### src/rtl/mpc_pkg.sv
// constants and types shared by the module power control block
package mpc_pkg;
  localparam int MPC_SYNC_STAGES = 3;
  localparam int MPC_CLK_MHZ = 100;
  localparam int MPC_SETTLE_US = 10;
  localparam int MPC_SETTLE_CYC = MPC_SETTLE_US * MPC_CLK_MHZ;
  localparam int MPC_CNT_W = 16;
  localparam logic MPC_RAIL_OFF_N = 1'b1;
  typedef enum logic [3:0] {
    MPC_OFF = 4'h1,
    MPC_ARMED = 4'h2,
    MPC_SETTLE = 4'h4,
    MPC_ON = 4'h8
  } mpc_state_t;
endpackage

### src/rtl/mpc_sync_if.sv
// synchronised input levels passed from the front end to the sequencer
`timescale 1ns/1ns
`default_nettype none
interface mpc_sync_if;
  logic good;
  logic button;
  modport front (output good, output button);
  modport seq (input good, input button);
endinterface
`default_nettype wire

### src/rtl/mpc_top.sv
// power-up handshake sequencer for the module side
`timescale 1ns/1ns
`default_nettype none
module mpc_top
  import mpc_pkg::*;
#(
  parameter int SETTLE_CYC = MPC_SETTLE_CYC
)
(
  input wire logic mclk,
  input wire logic reset,
  input wire logic clk_en,
  input wire logic power_good_in,
  input wire logic power_button_request_n,
  input wire logic button_toggle_en,
  input wire logic button_wake_en,
  output logic suspend_rail_on_n,
  output logic seq_running,
  output logic seq_done
);
  mpc_sync_if sync ();
  mpc_state_t state;
  mpc_state_t next_state;
  logic [MPC_CNT_W-1:0] cnt;
  logic [MPC_CNT_W-1:0] next_cnt;
  logic btn_d;
  logic rail_n;
  logic next_rail_n;
  logic running;
  logic next_running;
  logic done;
  logic next_done;
  logic press;

  mpc_sync u_sync (
    .mclk(mclk),
    .reset(reset),
    .clk_en(clk_en),
    .power_good_in(power_good_in),
    .power_button_request_n(power_button_request_n),
    .sync(sync)
  );

  // button acts on its press edge only, holding it does nothing more
  assign press = sync.button & ~btn_d;

  // rail stays requested through settle so the supply ramps before the module runs
  function automatic logic rail_wanted(input mpc_state_t s);
    return (s == MPC_SETTLE) || (s == MPC_ON);
  endfunction

  always_comb
  begin
    next_state = state;
    next_cnt = cnt;
    case (state)
      MPC_OFF:
      begin
        if (sync.good)
        begin
          next_state = MPC_ARMED;
        end
      end
      MPC_ARMED:
      begin
        // wake policy comes from firmware straps, no hardwired action
        if (!sync.good)
        begin
          next_state = MPC_OFF;
        end
        else if (button_wake_en && press)
        begin
          next_state = MPC_SETTLE;
          next_cnt = '0;
        end
        else if (!button_wake_en)
        begin
          next_state = MPC_SETTLE;
          next_cnt = '0;
        end
      end
      MPC_SETTLE:
      begin
        if (!sync.good)
        begin
          next_state = MPC_OFF;
        end
        else if (cnt == MPC_CNT_W'(SETTLE_CYC - 1))
        begin
          next_state = MPC_ON;
        end
        else
        begin
          next_cnt = cnt + 1'b1;
        end
      end
      MPC_ON:
      begin
        if (!sync.good)
        begin
          next_state = MPC_OFF;
        end
        else if (button_toggle_en && press)
        begin
          next_state = MPC_ARMED;
        end
      end
      default:
      begin
        next_state = MPC_OFF;
      end
    endcase
    next_rail_n = !rail_wanted(next_state);
    next_running = (next_state == MPC_SETTLE);
    next_done = (next_state == MPC_ON);
  end

  // rail output registered so glitches never reach the supply
  always_ff @(posedge mclk or posedge reset)
  begin
    if (reset)
    begin
      state <= MPC_OFF;
      cnt <= '0;
      btn_d <= 1'b0;
      rail_n <= MPC_RAIL_OFF_N;
      running <= 1'b0;
      done <= 1'b0;
    end
    else if (clk_en)
    begin
      state <= next_state;
      cnt <= next_cnt;
      btn_d <= sync.button;
      rail_n <= next_rail_n;
      running <= next_running;
      done <= next_done;
    end
  end

  assign suspend_rail_on_n = rail_n;
  assign seq_running = running;
  assign seq_done = done;
endmodule // mpc_top
`default_nettype wire

### src/rtl/mpc_sync.sv
// three-stage synchronisers for power good and power button
`timescale 1ns/1ns
`default_nettype none
module mpc_sync
  import mpc_pkg::*;
(
  input wire logic mclk,
  input wire logic reset,
  input wire logic clk_en,
  input wire logic power_good_in,
  input wire logic power_button_request_n,
  mpc_sync_if.front sync
);
  logic [MPC_SYNC_STAGES-1:0] good_sr;
  logic [MPC_SYNC_STAGES-1:0] btn_sr;
  logic [MPC_SYNC_STAGES-1:0] next_good_sr;
  logic [MPC_SYNC_STAGES-1:0] next_btn_sr;
  logic good_q;
  logic btn_q;
  logic next_good_q;
  logic next_btn_q;

  // a change counts only once the last two stages agree
  always_comb
  begin
    next_good_sr = {good_sr[MPC_SYNC_STAGES-2:0], power_good_in};
    next_btn_sr = {btn_sr[MPC_SYNC_STAGES-2:0], ~power_button_request_n};
    next_good_q = good_q;
    next_btn_q = btn_q;
    if (good_sr[1] == good_sr[2])
    begin
      next_good_q = good_sr[2];
    end
    if (btn_sr[1] == btn_sr[2])
    begin
      next_btn_q = btn_sr[2];
    end
  end

  always_ff @(posedge mclk or posedge reset)
  begin
    if (reset)
    begin
      good_sr <= '0;
      btn_sr <= '0;
      good_q <= 1'b0;
      btn_q <= 1'b0;
    end
    else if (clk_en)
    begin
      good_sr <= next_good_sr;
      btn_sr <= next_btn_sr;
      good_q <= next_good_q;
      btn_q <= next_btn_q;
    end
  end

  assign sync.good = good_q;
  assign sync.button = btn_q;
endmodule // mpc_sync
`default_nettype wire

### config.mk
export PLATFORM = sky130hd
export DESIGN_NAME = mpc_top
export DESIGN_NICKNAME = d
export VERILOG_FILES = /design/src/rtl/mpc_pkg.sv /design/src/rtl/mpc_sync_if.sv /design/src/rtl/mpc_top.sv /design/src/rtl/mpc_sync.sv
export SDC_FILE = /design/constraint.sdc
export NUM_CORES = 1
export LEC_CHECK = 0
export BUFFER_PORTS_ARGS = -buffer_cell sky130_fd_sc_hd__buf_2
export CAP_MARGIN = 20
export CORE_ASPECT_RATIO = 0.7
export CORE_MARGIN = 1.5
export CORE_UTILIZATION = 54
export DETAILED_ROUTE_END_ITERATION = 12
export PLACE_DENSITY = 0.75
export REMOVE_ABC_BUFFERS = 1
export SETUP_SLACK_MARGIN = 0.4
export SYNTH_ARGS = -nofsm -noshare
export SYNTH_HDL_FRONTEND = slang
export SYNTH_SLANG_ARGS = --single-unit
### constraint.sdc
create_clock -name mclk -period 2.2 [get_ports mclk]
set_input_delay 0.44 -clock mclk [delete_from_list [all_inputs] [get_ports mclk]]
set_output_delay 0.44 -clock mclk [all_outputs]
set_load 0.01 [all_outputs]
### Word-level counts from Yosys, hierarchy flattened

Index checks and enable logic that the tools add are counted.
Widths: inputs -> output; s select.

| operators by class | value |
|---|---|
| add/sub/neg operators | 1 |
| equality and inequality tests | 13 |
| multiplexer cells | 15 |
| bitwise logic cells | 3 |
| reductions and logical operators | 8 |

Operators by type and width:

| operator | number |
|---|---|
| $mux 16 | 5 |
| $mux 4 | 8 |
| $pmux 16 s2 | 1 |
| $add 16x1->16 const B | 1 |
| $eq 16x10->1 const B | 1 |
| $pmux 4 s4 | 1 |
| $eq 4x3->1 const B | 2 |
| $eq 4x4->1 const B | 2 |
| $reduce_and 6->1 | 1 |
| $eq 4x1->1 const B | 1 |
| $eq 4x2->1 const B | 1 |
| $ne 2x1->1 const B | 2 |
| $reduce_and 2->1 | 2 |
| $ne 3x3->1 const B | 1 |
| $eq 1x1->1 | 2 |
| $logic_and 1x1->1 | 2 |
| $ne 2x2->1 const B | 1 |
| $not 1->1 | 2 |
| $reduce_bool 2->1 | 1 |
| $and 1x1->1 | 1 |
| $logic_not 1->1 | 1 |
| $logic_or 1x1->1 | 1 |

| storage, ports and cells | value |
|---|---|
| flip-flop bits (word level) | 32 |
| input bits | 7 |
| output and inout bits | 3 |
| logic and storage cells | 50 |

### Longest topological paths before layout

| logic depth | value |
|---|---|
| depth in word-level cells | 9 |
| gate-level depth with buffers | 8 |
| mapped depth without buffers | 6 |

### By module

A second synthesis with hierarchy kept.

| unflattened totals | value |
|---|---|
| cells, all modules | 181 |
| area total of the unflattened synthesis | 1757.9 um2 |

By module, submodules not included:

| module | instances | cells an instance | area an instance (um2) | seq. area each (um2) |
|---|---|---|---|---|
| mpc_top | 1 | 156 | 1418.9 | 603.1 |
| mpc_sync | 1 | 25 | 339.1 | 200.2 |

### Worst setup path after synthesis

OpenSTA, ideal clock, no wires.

| timing path | value |
|---|---|
| path type | reg2reg |
| start | register cnt[0] |
| end | register state[1] |
| setup time | 136 ps |
| arrival time | 1938 ps |
| data required time | 2064 ps |
| slack | 126 ps |
| cell stages (with the launch flop) | 7 |
| path buffers | 0 |
| clock period less this slack | 2074 ps |
| path through | dfrtp_1 -> ha_1 -> or4b_1 -> or4_4 -> and2_1 -> o21ai_1 -> a21oi_1 |

| between the ends | value |
|---|---|
| word-level cells in the longest chain between the ends | 4 |

Ends and longest elaborated chain:

| what | line | source |
|---|---|---|
| start: declaration | mpc_top.sv:24 | `logic [MPC_CNT_W-1:0] cnt;` |
| start signal: assignment | mpc_top.sv:133 | `cnt <= next_cnt;` |
| $eq 16x10->1 | mpc_top.sv:88 | `else if (cnt == MPC_CNT_W'(SETTLE_CYC - 1))` |
| $mux 4 | mpc_top.sv:88 |  |
| $mux 4 | mpc_top.sv:84 | `if (!sync.good)` |
| $pmux 4 s4 | mpc_top.sv:56 | `case (state)` |
| end signal: assignment | mpc_top.sv:132 | `state <= next_state;` |
| end: declaration | mpc_top.sv:22 | `mpc_state_t state;` |

No other way between the ends.
A chain may end at the register's enable or synchronous reset.

### Final worst setup path

| timing path | value |
|---|---|
| start | register cnt[1] |
| end | register state[3] |

Same word-level chain as after synthesis.

==> flow_metrics.py <==
metrics = {
    "cells_and_area": {
        "layout-drive-gt1-share_pct": 32.0,
        "nets": 226,
        "fill_cells": 212,
        "finish.utilization_pct": 73.2,
        "fin_cells": 255,
        "areaGrowthSynthToFinish_pct": 23.6,
        "antennaDiodeCount": 0,
    },
    "grt": {
        "grt_usage_pct": 26.4,
        "grt_overflow_total": 0,
        "antenna_found_initial": 0,
        "grt_pass1_wl_um": 7020,
        "grt_pass1_vias": 1504,
        "grt_max_degree": 33,
    },
    "floorplanning": {
        "die_y_um": 50.2,
        "num_io_pins": 10,
        "rows": 16,
        "die_area_um2": 3540,
        "die-width_um": 70.4,
        "core_um2": 2900,
        "start_util_pct": 59.2,
    },
    "clock_network": {
        "cts_tree": "built",
        "cts.sinks": 32,
        "insertion_delay_ns": 0.29,
        "cts_root_buffer": "clkbuf_8",
        "hold_buffers": 0,
        "clockBufferDepth": 2,
        "clkTransAtPathRegs_ns": 0.07,
        "cts_buffers": 5,
        "htree_levels": 2,
    },
    "sta": {
        "max_slew.worst_pin.slew_ns": 0.403,
        "slew_headroom_pct": 73.2,
        "fmax_mhz": 457,
        "holdWs_ns": 0.234,
        "fin_crit_sh_pct": 99.4,
        "slew_viol_final": 0,
        "fin_skew_ns": 0.00658,
        "hold_viol": 0,
        "grt_setup_unrepaired": "true",
        "fin_crit_ns": 2.19,
        "final-setup-viol-count": 0,
    },
    "synth": {
        "yosys_register_bits": 32,
        "synth_flop_cell": "dfrtp_1",
        "synth_seq_area_share_pct": 46.7,
        "yosysWarnings": 0,
        "syn_area_um2": 1720,
        "synth_edf_count": 0,
        "synth_cells": 185,
        "synth_cell_types": 41,
        "avgSynthCellArea_um2": 9.29,
        "async_flop_share_pct": 100,
    },
    "placed_design": {
        "place_congestion": 0.921,
        "dp_hpwl_um": 2780,
        "dp.cells": 233,
        "port_buffers": 9,
    },
    "power_and_ir_drop": {
        "power.density_nw_per_um2": 670,
        "p_leak_nw": 0.902,
        "vdd.ir_drop.worst_v": 0.000472,
        "power_w": 0.00142,
    },
    "route": {
        "dr_total_vias": 1626,
        "via_per_inst": 6.38,
        "avgRoutedWirePerCell_um": 17.3,
        "drtAntennaViolNets": 0,
        "first_pass_iters": 5,
        "drt_wl_total_um": 4420,
        "first_iter_violations": 124,
        "drc_errors": 0,
    },
    "status": {
        "run_status": "finished, final reports clean",
    },
    "run": {
        "maxCapViolCount": 0,
    },
    "critical_path": {
        "r2r-start": "cnt[1]$_DFFE_PP0P_",
        "startpoint": "cnt[1]$_DFFE_PP0P_",
        "end_kind": "flop",
        "start_kind": "flop",
        "required_ns": 2.41,
        "cp_max_fo": 5,
        "arrival_ns": 2.39,
        "worstSetupPathType": "flop to flop",
    },
    "min_path": {
        "hold_path.class": "input port to async pin",
    },
}
-- stage by stage --
stage / TNS (ns) / cell area, um^2 / setup slack (ns)
after floorplan: 0 / 1670 / 0.139
after global placement: 0 / 1840 / 0.151
after detailed placement: 0 / 1840 / 0.0225
after CTS: 0 / 2060 / 0.165
after global routing: -0.0428 / 2120 / -0.0428
final: 0 / 2120 / 0.0135
-- cell type report --
type,instances,area [um^2],area share [%]
well taps,36,45.0,2.12
repair buffers,34,253,11.9
inverters,10,37.5,1.77
multi-input cells,135,892,42.0
flip-flops and latches,32,805,37.9
clock buffers,6,82.6,3.89
clock inverters,2,10.0,0.471
-- synth_stat cells, types with 4 or more instances --
| library cell | n | area share (%) |
|---|---|---|
| nand2b_1 | 7 | 2.5 |
| a21oi_1 | 15 | 4.4 |
| inv_1 | 10 | 2.2 |
| nor2_1 | 13 | 2.8 |
| clkbuf_1 | 4 | 0.87 |
| nand2_1 | 11 | 2.4 |
| o21ai_0 | 24 | 7.0 |
| dfrtp_1 | 30 | 44 |
| nand3_1 | 10 | 2.9 |
| a31oi_1 | 5 | 1.8 |
| mux2_2 | 6 | 3.9 |
| o21ai_1 | 5 | 1.5 |
| nand4_1 | 5 | 1.8 |
-- per-layer routing --
metal	global-route usage, %	wire length, um
met1	35.9	1940
met2	39.2	2010
met3	9.64	386
met4	8.97	78
met5	0	0
-- critical path, stage by stage, from the launching register on --
cell and delay, ns:
dfrtp_1 0.36, ha_2 0.18, or4b_1 0.47, or4_4 0.62
nor2_4 0.17, a31oi_1 0.12, a21oi_1 0.18
-- logic make-up (layout without fill, tap and decap cells) --
| family | Yosys count | after routing | share of synthesized area (%) |
|---|---|---|---|
| simple gates | 68 | 68 | 22.9 |
| compound gates | 59 | 59 | 20.3 |
| flops | 32 | 32 | 46.7 |
| buf+inv | 18 | 52 | 4.95 |
| mux | 6 | 6 | 3.93 |
| fa+ha+maj | 1 | 1 | 0.728 |
| xor+xnor | 1 | 1 | 0.510 |
-- path summary, 6_finish.rpt --
path / end / slack (ns) / cells past startpoint
worst max register to register: state[3]$_DFFE_PP0P_ / 0.01 / 6
worst max-delay path: state[3]$_DFFE_PP0P_ / 0.01 / 6
max in group asynchronous: state[0]$_DFFE_PP1P_ / 1.63 / 3
worst min-delay path: seq_running$_DFFE_PP0P_ / 0.23 / 3
min in group mclk: u_sync.btn_sr[0]$_DFFE_PP0P_ / 0.32 / 2
worst min register to register: u_sync.good_sr[1]$_DFFE_PP0P_ / 0.51 / 1
-- registers in the layout (all words and copies together) (netlist names) --
name                flops
u_sync.btn_sr           3
u_sync.good_sr          3
u_sync.sync.good        1
state                   4
btn_d                   1
u_sync.sync.button      1
suspend_rail_on_n       1
seq_running             1
seq_done                1
cnt                    16
-- repair_timing --
action / CTS / global route
endpoints found under the setup margin: 11 / 21
resized for setup: 11 / 9
pin swaps: 10 / 11
setup buffers: 9 / 5
gates cloned: 0 / 0
-- cells in the final DEF, fill, tap and decap left out, types with 2 or more instances in the layout --
cell      netlist  final
inv_1          10     10
nand4_1         5      5
nor4_1          2      2
nand2_1        11     11
a21oi_1        15     14
clkbuf_8        0      6
o21ai_0        24     21
or4_1           2      2
nor4b_1         3      2
nand3_1        10      9
a31oi_1         5      5
mux2_2          6      6
buf_2           2      9
o21ai_2         0      3
nand2b_1        7      6
o31ai_1         3      3
buf_4           0     23
nor2_1         13     12
o21ai_1         5      5
dfrtp_1        30     29
nor3_1          3      2
dfstp_2         2      2
clkinv_2        0      2
-- power breakdown --
part           leakage, nW  internal, W  switching, W  total (W)
clock network       0.0510     0.000249      0.000221   0.000470
logic                0.442     0.000112      0.000120   0.000232
registers            0.409     0.000656     0.0000657   0.000722
Power figures use the tool's default switching activity.
